[src/rtl/scp_defs.svh]
// constants of the start code and transport packet parser
// assumes inclusion by scp_top.sv only, after the package
`ifndef SCP_DEFS_SVH
`define SCP_DEFS_SVH

// start code prefix and its bytes
`define SCP_PREFIX    24'h000001
`define SCP_PFX_ZERO  8'h00
`define SCP_PFX_ONE   8'h01
`define SCP_PFX_LAST  8'h02
`define SCP_SID_IDX   8'h03

// transport packet layout
`define SCP_SYNC      8'h47
`define SCP_NULL_PID  13'h1fff
`define SCP_PKT_LAST  8'hbb
`define SCP_HDR_SYNC  8'h00
`define SCP_HDR_PIDH  8'h01
`define SCP_HDR_PIDL  8'h02
`define SCP_HDR_CTRL  8'h03
`define SCP_PUSI_BIT  6
`define SCP_AFC_HI    5
`define SCP_AFC_LO    4

// program map section byte positions
`define SCP_PM_LENH   4'h1
`define SCP_PM_LENL   4'h2
`define SCP_PM_CNT    4'h3
`define SCP_PM_PCRH   4'h8
`define SCP_PM_PCRL   4'h9
`define SCP_PM_PILH   4'ha
`define SCP_PM_PILL   4'hb
`define SCP_PM_LOOP   4'hc
`define SCP_PM_CRC    12'h004

// program map stream entry byte positions
`define SCP_EP_TYPE   3'h0
`define SCP_EP_PIDH   3'h1
`define SCP_EP_PIDL   3'h2
`define SCP_EP_EILH   3'h3
`define SCP_EP_EILL   3'h4

`endif

[src/rtl/scp_pkg.sv]
// types of the start code and transport packet parser
// assumes nothing beyond a SystemVerilog compiler
package scp_pkg;

   // parser states
   typedef enum logic [2:0] {
      ST_SRCH, ST_ES_PAY, ST_TS_SYNC, ST_TS_HDR, ST_TS_AFL, ST_TS_AF, ST_TS_PAY
   } scp_state_t;

   // one routed payload byte
   typedef struct packed {
      logic [12:0] pid;
      logic [1:0]  slot;
      logic        first;
      logic [7:0]  data;
   } scp_word_t;

endpackage : scp_pkg

[src/rtl/scp_top.sv]
// start code search, transport packet parse, program map learning, payload routing
// assumes serial bits msb first from logic on i_core_clk; one bit per cycle at most
`timescale 1ns/1ps
`include "scp_defs.svh"
`default_nettype none

module scp_top #(
   parameter int N_ES = 4
) (
   // clock and reset
   input  wire logic              i_core_clk,
   input  wire logic              i_rstn,
   // serial input
   input  wire logic              i_bit_vld,
   input  wire logic              i_bit_dat,
   output logic                   o_bit_rdy,
   // control
   input  wire logic              i_ts_mode,
   input  wire logic              i_resync,
   input  wire logic [12:0]       i_pmt_pid,
   // routed payload
   output scp_pkg::scp_word_t     o_out,
   output logic                   o_out_vld,
   input  wire logic              i_out_rdy,
   // status
   output logic                   o_sc_found,
   output logic [7:0]             o_stream_id,
   output logic                   o_err,
   output logic                   o_aligned,
   output logic [12:0]            o_pcr_pid
);

   localparam int EW = $clog2(N_ES) + 1;

   // ******************************************************
   // parser state
   // ******************************************************
   scp_pkg::scp_state_t state_reg, state_next;
   logic [2:0]  bpos_reg, bpos_next;
   logic [6:0]  sr_reg, sr_next;
   logic        stuff_reg, stuff_next;
   logic [15:0] win_reg, win_next;
   logic        sidp_reg, sidp_next;
   logic [7:0]  pcnt_reg, pcnt_next;
   logic [7:0]  pidx_reg, pidx_next;
   logic [7:0]  afk_reg, afk_next;
   logic        pusi_reg, pusi_next;
   logic [12:0] pid_reg, pid_next;
   logic [1:0]  afc_reg, afc_next;
   logic [3:0]  fi_reg, fi_next;
   logic [11:0] rem_reg, rem_next;
   logic [11:0] sk_reg, sk_next;
   logic [2:0]  ep_reg, ep_next;
   logic [EW-1:0] ei_reg, ei_next;
   logic [4:0]  hi_reg, hi_next;
   logic [12:0] tpid_reg [N_ES];
   logic [12:0] tpid_next [N_ES];
   logic [N_ES-1:0] tvld_reg, tvld_next;
   logic [12:0] pcr_reg, pcr_next;
   logic        sc_reg, sc_next;
   logic [7:0]  sid_reg, sid_next;
   logic        err_reg, err_next;
   logic        alig_reg, alig_next;
   logic        push, hit;
   logic [1:0]  slot;
   logic [7:0]  b;
   scp_pkg::scp_word_t pword;

   // buffer state
   scp_pkg::scp_word_t mem_reg [2];
   scp_pkg::scp_word_t mem_next [2];
   logic [1:0]  cnt_reg, cnt_next;
   logic        vld_reg, vld_next;
   logic        rdy_reg, rdy_next;

   // ******************************************************
   // parser next state
   // ******************************************************
   always_comb begin
      state_next = state_reg;  bpos_next = bpos_reg;  sr_next = sr_reg;
      stuff_next = stuff_reg;  win_next = win_reg;    sidp_next = sidp_reg;
      pcnt_next = pcnt_reg;    pidx_next = pidx_reg;  afk_next = afk_reg;
      pusi_next = pusi_reg;    pid_next = pid_reg;    afc_next = afc_reg;
      fi_next = fi_reg;        rem_next = rem_reg;    sk_next = sk_reg;
      ep_next = ep_reg;        ei_next = ei_reg;      hi_next = hi_reg;
      tpid_next = tpid_reg;    tvld_next = tvld_reg;  pcr_next = pcr_reg;
      sid_next = sid_reg;      sc_next = 1'b0;        err_next = 1'b0;
      push = 1'b0;             pword = '0;
      b = {sr_reg, i_bit_dat};
      // identifier lookup in learned table
      hit = 1'b0;
      slot = 2'h0;
      for (int k = 0; k < N_ES; k++) begin
         if (tvld_reg[k] && tpid_reg[k] == pid_reg) begin
            hit = 1'b1;
            slot = k[1:0];
         end
      end
      if (i_resync) begin
         state_next = i_ts_mode ? scp_pkg::ST_TS_SYNC : scp_pkg::ST_SRCH;
         stuff_next = (bpos_reg != 3'h0);
         sidp_next = 1'b0;
         win_next = 16'hffff;
      end else if (i_bit_vld && rdy_reg) begin
         bpos_next = bpos_reg + 3'h1;
         sr_next = b[6:0];
         if (stuff_reg) begin
            // stuffing up to the boundary must be zero
            if (i_bit_dat) err_next = 1'b1;
            if (bpos_reg == 3'h7) stuff_next = 1'b0;
         end else if (bpos_reg == 3'h7) begin
            win_next = {win_reg[7:0], b};
            pidx_next = (pidx_reg == 8'hff) ? pidx_reg : pidx_reg + 8'h01;
            pcnt_next = pcnt_reg + 8'h01;
            unique case (state_reg)
               scp_pkg::ST_SRCH: begin
                  if (sidp_reg) begin
                     sc_next = 1'b1;
                     sid_next = b;
                     sidp_next = 1'b0;
                     pidx_next = 8'h00;
                     state_next = scp_pkg::ST_ES_PAY;
                  end else if ({win_reg, b} == `SCP_PREFIX) begin
                     sidp_next = 1'b1;
                  end else if (b != `SCP_PFX_ZERO) begin
                     err_next = 1'b1;
                  end
               end
               scp_pkg::ST_ES_PAY: begin
                  push = 1'b1;
                  pword = '{pid: 13'h0000, slot: 2'h0, first: (pidx_reg == 8'h00), data: b};
               end
               scp_pkg::ST_TS_SYNC: begin
                  if (b == `SCP_SYNC) begin
                     pcnt_next = `SCP_HDR_PIDH;
                     state_next = scp_pkg::ST_TS_HDR;
                  end
               end
               scp_pkg::ST_TS_HDR: begin
                  unique case (pcnt_reg)
                     `SCP_HDR_SYNC: if (b != `SCP_SYNC) begin
                        err_next = 1'b1;
                        state_next = scp_pkg::ST_TS_SYNC;
                     end
                     `SCP_HDR_PIDH: begin
                        pusi_next = b[`SCP_PUSI_BIT];
                        pid_next[12:8] = b[4:0];
                     end
                     `SCP_HDR_PIDL: pid_next[7:0] = b;
                     default: begin
                        afc_next = b[`SCP_AFC_HI:`SCP_AFC_LO];
                        pidx_next = 8'h00;
                        state_next = b[`SCP_AFC_HI] ? scp_pkg::ST_TS_AFL
                                                    : scp_pkg::ST_TS_PAY;
                     end
                  endcase
               end
               scp_pkg::ST_TS_AFL: begin
                  afk_next = b;
                  pidx_next = 8'h00;
                  if (b == 8'h00) state_next = scp_pkg::ST_TS_PAY;
                  else state_next = scp_pkg::ST_TS_AF;
               end
               scp_pkg::ST_TS_AF: begin
                  afk_next = afk_reg - 8'h01;
                  pidx_next = 8'h00;
                  if (afk_reg == 8'h01) state_next = scp_pkg::ST_TS_PAY;
               end
               scp_pkg::ST_TS_PAY: begin
                  if (afc_reg[0] && pid_reg != `SCP_NULL_PID) begin
                     if (pid_reg == i_pmt_pid) begin
                        if (pusi_reg && pidx_reg == 8'h00) begin
                           // pointer byte opens a new section
                           sk_next = {4'h0, b};
                           fi_next = 4'h0;
                           ei_next = '0;
                           ep_next = `SCP_EP_TYPE;
                           tvld_next = '0;
                        end else if (sk_reg != 12'h000) begin
                           sk_next = sk_reg - 12'h001;
                           if (fi_reg == `SCP_PM_LOOP) rem_next = rem_reg - 12'h001;
                        end else if (fi_reg != `SCP_PM_LOOP) begin
                           // fixed section fields, reserved bits dropped
                           unique case (fi_reg)
                              `SCP_PM_LENH: rem_next[11:8] = b[3:0];
                              `SCP_PM_LENL: rem_next[7:0] = b;
                              `SCP_PM_PCRH: hi_next = b[4:0];
                              `SCP_PM_PCRL: pcr_next = {hi_next, b};
                              `SCP_PM_PILH: sk_next[11:8] = b[3:0];
                              `SCP_PM_PILL: sk_next[7:0] = b;
                              default: ;
                           endcase
                           if (fi_reg >= `SCP_PM_CNT) rem_next = rem_next - 12'h001;
                           fi_next = fi_reg + 4'h1;
                        end else if (rem_reg > `SCP_PM_CRC) begin
                           // stream entry loop, index from zero
                           rem_next = rem_reg - 12'h001;
                           ep_next = ep_reg + 3'h1;
                           unique case (ep_reg)
                              `SCP_EP_PIDH: hi_next = b[4:0];
                              `SCP_EP_PIDL: if (ei_reg < EW'(N_ES)) begin
                                 tpid_next[ei_reg[EW-2:0]] = {hi_reg, b};
                                 tvld_next[ei_reg[EW-2:0]] = 1'b1;
                              end
                              `SCP_EP_EILH: sk_next[11:8] = b[3:0];
                              `SCP_EP_EILL: begin
                                 sk_next[7:0] = b;
                                 ep_next = `SCP_EP_TYPE;
                                 if (ei_reg < EW'(N_ES)) ei_next = ei_reg + EW'(1);
                              end
                              default: ;
                           endcase
                        end
                     end else if (hit) begin
                        push = 1'b1;
                        pword = '{pid: pid_reg, slot: slot,
                                  first: pusi_reg && pidx_reg == 8'h00, data: b};
                        if (pusi_reg && pidx_reg < `SCP_SID_IDX) begin
                           if (b != ((pidx_reg == `SCP_PFX_LAST) ? `SCP_PFX_ONE
                                                                 : `SCP_PFX_ZERO))
                              err_next = 1'b1;
                        end else if (pusi_reg && pidx_reg == `SCP_SID_IDX) begin
                           sc_next = 1'b1;
                           sid_next = b;
                        end
                     end
                  end
               end
               default: ;
            endcase
            // packet end: next byte is a header byte
            if (state_reg inside {scp_pkg::ST_TS_HDR, scp_pkg::ST_TS_AFL,
                                  scp_pkg::ST_TS_AF, scp_pkg::ST_TS_PAY}
                && pcnt_reg == `SCP_PKT_LAST && state_next != scp_pkg::ST_TS_SYNC) begin
               pcnt_next = `SCP_HDR_SYNC;
               state_next = scp_pkg::ST_TS_HDR;
            end
         end
      end
      alig_next = (bpos_next == 3'h0);
   end

   // parser registers
   always_ff @(posedge i_core_clk or negedge i_rstn) begin
      if (!i_rstn) begin
         state_reg <= scp_pkg::ST_SRCH; bpos_reg <= 3'h0;  sr_reg <= 7'h00;
         stuff_reg <= 1'b0;   win_reg <= 16'hffff;  sidp_reg <= 1'b0;
         pcnt_reg <= 8'h00;   pidx_reg <= 8'h00;    afk_reg <= 8'h00;
         pusi_reg <= 1'b0;    pid_reg <= 13'h0000;  afc_reg <= 2'h0;
         fi_reg <= `SCP_PM_LOOP; rem_reg <= 12'h000; sk_reg <= 12'h000;
         ep_reg <= 3'h0;      ei_reg <= '0;         hi_reg <= 5'h00;
         tpid_reg <= '{default: 13'h0000};          tvld_reg <= '0;
         pcr_reg <= `SCP_NULL_PID; sc_reg <= 1'b0;  sid_reg <= 8'h00;
         err_reg <= 1'b0;     alig_reg <= 1'b1;
      end else begin
         state_reg <= state_next; bpos_reg <= bpos_next; sr_reg <= sr_next;
         stuff_reg <= stuff_next; win_reg <= win_next;   sidp_reg <= sidp_next;
         pcnt_reg <= pcnt_next;   pidx_reg <= pidx_next; afk_reg <= afk_next;
         pusi_reg <= pusi_next;   pid_reg <= pid_next;   afc_reg <= afc_next;
         fi_reg <= fi_next;       rem_reg <= rem_next;   sk_reg <= sk_next;
         ep_reg <= ep_next;       ei_reg <= ei_next;     hi_reg <= hi_next;
         tpid_reg <= tpid_next;   tvld_reg <= tvld_next;
         pcr_reg <= pcr_next;     sc_reg <= sc_next;     sid_reg <= sid_next;
         err_reg <= err_next;     alig_reg <= alig_next;
      end
   end

   // ******************************************************
   // two-entry output buffer
   // ******************************************************
   always_comb begin
      mem_next = mem_reg;
      cnt_next = cnt_reg;
      if (vld_reg && i_out_rdy) begin
         mem_next[0] = mem_reg[1];
         cnt_next = cnt_reg - 2'h1;
      end
      if (push) begin
         mem_next[cnt_next[0]] = pword;
         cnt_next = cnt_next + 2'h1;
      end
      vld_next = (cnt_next != 2'h0);
      rdy_next = (cnt_next != 2'h2);  // stall input while full
   end

   // buffer registers
   always_ff @(posedge i_core_clk or negedge i_rstn) begin
      if (!i_rstn) begin
         mem_reg <= '{default: '0};
         cnt_reg <= 2'h0;
         vld_reg <= 1'b0;
         rdy_reg <= 1'b1;
      end else begin
         mem_reg <= mem_next;
         cnt_reg <= cnt_next;
         vld_reg <= vld_next;
         rdy_reg <= rdy_next;
      end
   end

   // outputs straight from flops
   assign o_bit_rdy   = rdy_reg;
   assign o_out       = mem_reg[0];
   assign o_out_vld   = vld_reg;
   assign o_sc_found  = sc_reg;
   assign o_stream_id = sid_reg;
   assign o_err       = err_reg;
   assign o_aligned   = alig_reg;
   assign o_pcr_pid   = pcr_reg;

endmodule : scp_top

`default_nettype wire

[config.mk]
export PLATFORM = sky130hd
export DESIGN_NAME = scp_top
export DESIGN_NICKNAME = d
export VERILOG_FILES = /design/src/rtl/scp_pkg.sv /design/src/rtl/scp_top.sv
export VERILOG_INCLUDE_DIRS = /design/src /design/src/rtl
export SDC_FILE = /design/constraint.sdc
export NUM_CORES = 1
export LEC_CHECK = 0
export ABC_CLOCK_PERIOD_IN_PS = 4900
export BUFFER_PORTS_ARGS = -buffer_cell sky130_fd_sc_hd__buf_2
export CAP_MARGIN = 20
export CORE_UTILIZATION = 65
export DETAILED_ROUTE_END_ITERATION = 10
export PLACE_DENSITY = 0.81
export SLEW_MARGIN = 10
export SYNTH_ARGS = -nofsm -noshare
export SYNTH_HDL_FRONTEND = slang
export SYNTH_SLANG_ARGS = --single-unit
[constraint.sdc]
create_clock -name i_core_clk -period 4.9 [get_ports i_core_clk]
set_input_delay 0.49 -clock i_core_clk [delete_from_list [all_inputs] [get_ports i_core_clk]]
set_output_delay 0.49 -clock i_core_clk [all_outputs]
set_load 0.02 [all_outputs]
# After elaboration in Yosys (flattened, before gate mapping)

Cells that the tools add are included.

Add/sub/neg operators: 12
Order comparisons: 10
Equal/unequal tests: 51
Mux-type cells: 172
Bitwise logic cells: 9
Reductions and logical operators: 63

Operators with widths:

| kind                                                                  | count |
|---|---|
| 24-bit 2-to-1 mux                                                     | 9 |
| 8-bit 2-to-1 mux                                                      | 25 |
| 12-bit 2-to-1 mux                                                     | 9 |
| 4-bit 2-to-1 mux                                                      | 22 |
| 3-bit 2-to-1 mux                                                      | 26 |
| 13-bit == test                                                        | 5 |
| 16-bit 2-to-1 mux                                                     | 4 |
| 52-bit bitwise mux                                                    | 1 |
| 1-bit 2-to-1 mux                                                      | 50 |
| 48-bit bitwise mux                                                    | 1 |
| 48-bit 2-to-1 mux                                                     | 1 |
| 24-bit one-hot mux with 2 select lines                                | 1 |
| 10-bit AND reduction                                                  | 4 |
| 12-bit AND reduction                                                  | 3 |
| 12-bit by 1-bit subtractor with 12-bit output (second input constant) | 3 |
| 8-bit one-hot mux with 2 select lines                                 | 2 |
| 13-bit demux with 2-bit select                                        | 1 |
| 2-bit nonzero test                                                    | 13 |
| 24-bit demux with 1-bit select                                        | 1 |
| 24-bit by 1-bit == test with 1-bit output (second input constant)     | 1 |
| 8-bit by 2-bit == test with 1-bit output (second input constant)      | 3 |
| 8-bit zero test                                                       | 3 |
| 8-bit one-hot mux with 3 select lines                                 | 1 |
| 11-bit AND reduction                                                  | 2 |
| 60 further kinds                                                      | 126 |

Bits in registers: 241
Output and inout port bits: 50
Logic and storage cells: 358

# Longest topological paths before layout

Depth in word-level cells: 16
Depth in mapped cells: 14
Mapped depth without buffers: 12

# Least setup slack after synthesis

OpenSTA, ideal clock, no wires.

Kind: register -> register
Start point: reg sk_reg[0]
End point: reg tpid_reg[10] (netlist bit)
Setup time: 0.125 ns
Arrival: 3.070 ns
Required time: 4.775 ns
Path slack: 1.705 ns
Stages on the path, launching flop included: 13
Buffers on the path: 2
Clock period less this slack: 3.195 ns
Cells stage by stage: dfrtp_1 -> inv_1 -> ha_1 -> or3b_4 -> or4_4 -> or3_1 -> buf_2 -> nor2_4 -> nand2_4 -> nor3_4 -> nand2_4 -> buf_6 -> mux2_4

Longest elaborated chain between the ends: 3

RTL lines:

| item                           | line           | RTL |
|---|---|---|
| start, declared                | scp_top.sv:52  | `logic [11:0] sk_reg, sk_next;` |
| start signal, assigned         | scp_top.sv:260 | `fi_reg <= fi_next; rem_reg <= rem_next; sk_reg <= sk_next;` |
| 12-bit nonzero test            | scp_top.sv:179 | `end else if (sk_reg != 12'h000) begin` |
| 1-bit NOT (no line)            | --             |  |
| 13-bit AND reduction (no line) | --             |  |
| end signal, assigned           | scp_top.sv:262 | `tpid_reg <= tpid_next; tvld_reg <= tvld_next;` |
| end, declared                  | scp_top.sv:56  | `logic [12:0] tpid_reg [N_ES];` |

No other way between the ends.
A chain may end at the register's enable or synchronous reset.

# Worst setup path in the final report

Start point: reg sk_reg[0]
End point: reg rem_reg[4]

Longest elaborated chain between the ends: 3

RTL lines:

| item                                                                                             | line           | RTL |
|---|---|---|
| 12-bit nonzero test (*)                                                                          | scp_top.sv:179 |  |
| 2-bit by 1-bit inequality test with 1-bit output (no line) or 3-bit nonzero test (tied branches) | --             |  |
| 10-bit AND reduction (no line)                                                                   | --             |  |
| end signal, assigned                                                                             | scp_top.sv:260 |  |
| end, declared                                                                                    | scp_top.sv:51  | `logic [11:0] rem_reg, rem_next;` |

Mark *: on every way between the ends. The rest lies on a longest branch, timed or not.

==> out/summary.md <==
The tools report the reported max-cap violation count as 0. Setup repair after global routing left no endpoint under its margin. The worst-case headroom to the max-slew limit came out at 18.5%.

The timing-limited maximum frequency is 275 MHz, and the worst IR drop on VDD is 229 uV. Counting instances, the worst hold path has a depth of 3. The fraction of synthesis flops using an asynchronous set or reset pin is 100%.

From synthesis to final layout, the design area changed by 9.34%. During synthesis, Yosys emitted a total of 0 warnings. After floorplanning, the core was sized to cover 19600 um^2. The flip-flop count of the largest register after layout is 52. The largest single stage delay on the critical path is 690 ps. The setup TNS after final layout is 0 ps. For the worst path arrival time, the log shows 4050 ps. The number of slew-limit violations in the final report is 0. The smallest hold slack was 243 ps. Of the available clock period, the critical path in the final layout requires 74.1%. Detailed placement ended at an HPWL of 20500 um. The internal power was 3.44 mW. Across the routed clock network, the largest skew measured is 10.2 ps. The number of setup buffers added after CTS is 0. The DRC violation total after the first TritonRoute iteration came out at 741.

Worst hold path endpoint: state_reg[1]$_DFFE_PN0P_. The path depth of the worst reg2reg path was 10. The flow ran to the end, and the final reports show no timing, DRC or antenna violations. For this run, the detailed router's first-pass iteration total came to 5. The deepest clock path buffer count came out at 3. Entering global routing, the biggest net connects 109 pins. Of the total power, combinational logic draws 16.0%. Including well taps, the total number of placed cells is 1524.

The sequential share of power is 44.2%, and the number of port buffers is 69. Highest fanout seen on the critical path: 25. For the count of clock tree sinks, the log shows 241. The final layout contains routed wiring with a total length of 31900 um. The die width came out at 144 um. Of the cells placed in the final design, the portion with a size suffix greater than 1 is 21.9%. The tools report the final setup slack of the worst path as 1270 ps. Synthesis produced a netlist with a net count of 1316. Synthesis produced a netlist whose cell count is 1266.

In this run the vertical extent of the chip is 144 um. The mapped netlist covers 13100 um^2. The total die area is 20700 um^2, and the average detailed-routed wire length per instance is 20.3 um. The number of rows in the core area came out at 51.

The via count of the first global-routing pass came out at 9698. The total overflow left after global routing is 0. The congestion estimate from routability-driven global placement came to 0.992. Of the synthesized area, sequential elements account for 46.4%. The tools report the number of nets with antenna violations after detailed routing as 0. Synthesis inferred 241 register bits. The endpoint identified for the worst register-to-register timing path is rem_reg[4]$_DFFE_PN0P_.

The tools report the worst slack at placement as 1350 ps. TritonCTS built the clock tree. Each instance of the synthesized netlist takes up on average 10.3 um^2.

The tools report the global-route usage over all layers as 32.1%. Setup violations remaining at the end of the flow were counted as 0. Once the floorplan was initialized, standard cells occupied 66.7% of the core. The run gives 550 ps as the insertion delay to the later sink of the worst-skew pair. Buffers inserted during clock tree synthesis total 26. For the data required time at the worst endpoint, the log shows 5320 ps. The number of antenna cells inserted was 0; the transition at the pin with the smallest max-transition slack was 1220 ps.

The clock-pin slew of the registers on the worst-case setup and hold paths is 60 ps. The worst setup path is launched from a register. The signal on the critical path passes through inv_1 > ha_1 > or3b_4 > or4_4 > nor3_1 > nand2b_1 > nor3_1 > o21ai_0 > o21ai_0 > a21oi_1. The layout has 1401 filler cells. For flop-to-flop paths, the worst setup slack is 1270 ps.

The number of flops mapped to enable cells by yosys is 0, and the leakage power is 6.69 nW. For this design the total switching power over the nets is 1.42 mW. Among all flip-flop cells after synthesis, the most frequent one is dfrtp_1. Endpoint class of the critical path: a register.

For this run, design rule violations remaining after detail routing come to 0. The cell sitting at the root of the clock tree is a clkbuf_16. In this run the power density over the cells is 339 nW/um^2. Category of the critical setup timing path: reg2reg. On the critical path, the stage with the largest delay is an instance of nand2b_1. The startpoint identified for the worst register-to-register timing path is sk_reg[0]$_DFFE_PN0P_. The via count is 9955, and the net count of the finished layout is 1338.

The number of hold violations in the final report is 0. The tools report the start point of the worst hold path as i_ts_mode. In this run the worst hold path is classified as in2reg. The switching power share of the total was 29.2%; the clock power share was 39.8%. The unique cell type count in the Yosys netlist is 62.

The logs give 70 for the top-level port count and 51600 um for the global-route wire length before repair. After layout, the design draws a total of 4.85 mW. The clock period minus final worst setup slack is 3630 ps, and the via-per-instance ratio is 6.33. The number of H-tree levels was 1; the count of placed standard cells in the final layout, fillers left out was 1573. The initial antenna violation count came out at 0.
[per-stage QoR]
step | utilization, % | instance area [um^2]
3_5_place_dp | 68.7 | 13500
5_1_grt | 73.0 | 14300
6_report | 73.0 | 14300
4_1_cts | 73.0 | 14300
2_1_floorplan | - | 13100
3_3_place_gp | 68.7 | 13500
[cells in the mapped netlist (all sizes together), types with 32 or more instances]
cell type  instances  area share [%]
a21oi             51             2.0
buf               32             1.9
clkbuf            64             1.8
dfrtp            208              40
dfstp             33             6.6
mux2             106              10
mux2i             70             5.4
nand2            132             4.1
nand3             36             1.4
nor2              87             2.6
o21ai             89             3.4
xnor2             62             4.2
[cells in the final DEF (no fill, tap or decap), drive strengths merged, types with 5 or more instances in the layout]
cell,n
clkbuf,40
xnor2,62
a31oi,5
ha,30
nor2,87
a211o,7
mux2,106
dfstp,33
mux2i,70
a21oi,51
or3,15
nor4,21
nand2,132
nor2b,14
o21ai,89
a22o,15
or4,9
nor3,25
xor2,24
nand4,29
o31ai,9
nand3,36
inv,31
nand2b,10
dfrtp,208
a22oi,5
buf,89
[worst max-delay path by stage]
stage,startpoint,cells after the start,slack [ps],endpoint
final,sk_reg[0]$_DFFE_PN0P_,10,1270,rem_reg[4]$_DFFE_PN0P_
after global routing,sk_reg[0]$_DFFE_PN0P_,10,950,rem_reg[4]$_DFFE_PN0P_
after floorplan,sk_reg[0]$_DFFE_PN0P_,12,1700,tpid_reg[10]$_DFFE_PN0P_
after CTS,sk_reg[0]$_DFFE_PN0P_,10,1300,rem_reg[4]$_DFFE_PN0P_
after global placement,sk_reg[0]$_DFFE_PN0P_,10,1450,rem_reg[4]$_DFFE_PN0P_
after detailed placement,sk_reg[0]$_DFFE_PN0P_,10,1350,rem_reg[4]$_DFFE_PN0P_
[cell families (layout without fill, tap and decap cells)]
group	Yosys count	in the layout	synth area share, %
and+or+nand+nor	397	397	15.1
DFF	241	241	46.4
AOI/OAI and AO/OA	209	209	9.64
muxes	176	176	15.6
buffers and inverters	127	169	4.60
xor gates and xnor gates	86	86	5.76
adders and majority gates	30	30	2.87
[per-layer routing]
layer  share of wire, %  global-route usage (%)  up-vias
li1                   -                       -     4486
met1                 42                    42.9     4928
met2                 47                    51.6      419
met3                6.3                    4.93      122
met4                4.5                    14.8        0
met5                  0                       0        -
[critical path, delay by kind of cell (launching register included)]
kind	cells	cell delay (ps)
adder cells (fa/ha/maj)	1	160
AND/OR/NAND/NOR	5	2580
flip-flops	1	410
AO/OA/AOI/OAI	3	280
buffers and inverters	1	70
[power by group through the flow]
stage | logic [mW] | registers [mW] | clock network, mW
floorplan | 0.431 | 2.18 | 0
detailed placement | 0.768 | 2.18 | 0
global placement | 0.751 | 2.17 | 0
finish | 0.778 | 2.14 | 1.93
CTS | 0.770 | 2.14 | 1.95
global route | 0.836 | 2.15 | 2.04
[layout make-up]
cell class,count,area [um^2],share of cell area [%]
Sequential cell,241,6070,42.5
Inverter,31,116,0.814
Clock inverter,8,83.8,0.586
Multi-Input combinational cell,898,6410,44.8
Clock buffer,40,753,5.27
Tap cell,265,332,2.32
Timing Repair Buffer,90,528,3.69
[what timing repair did]
| action | in CTS | in global routing |
|---|---|---|
| gates resized for setup | 0 | 0 |
| hold endpoints to repair | 75 | 0 |
| hold buffers | 1 | 0 |
Power figures use the tool's default switching activity.
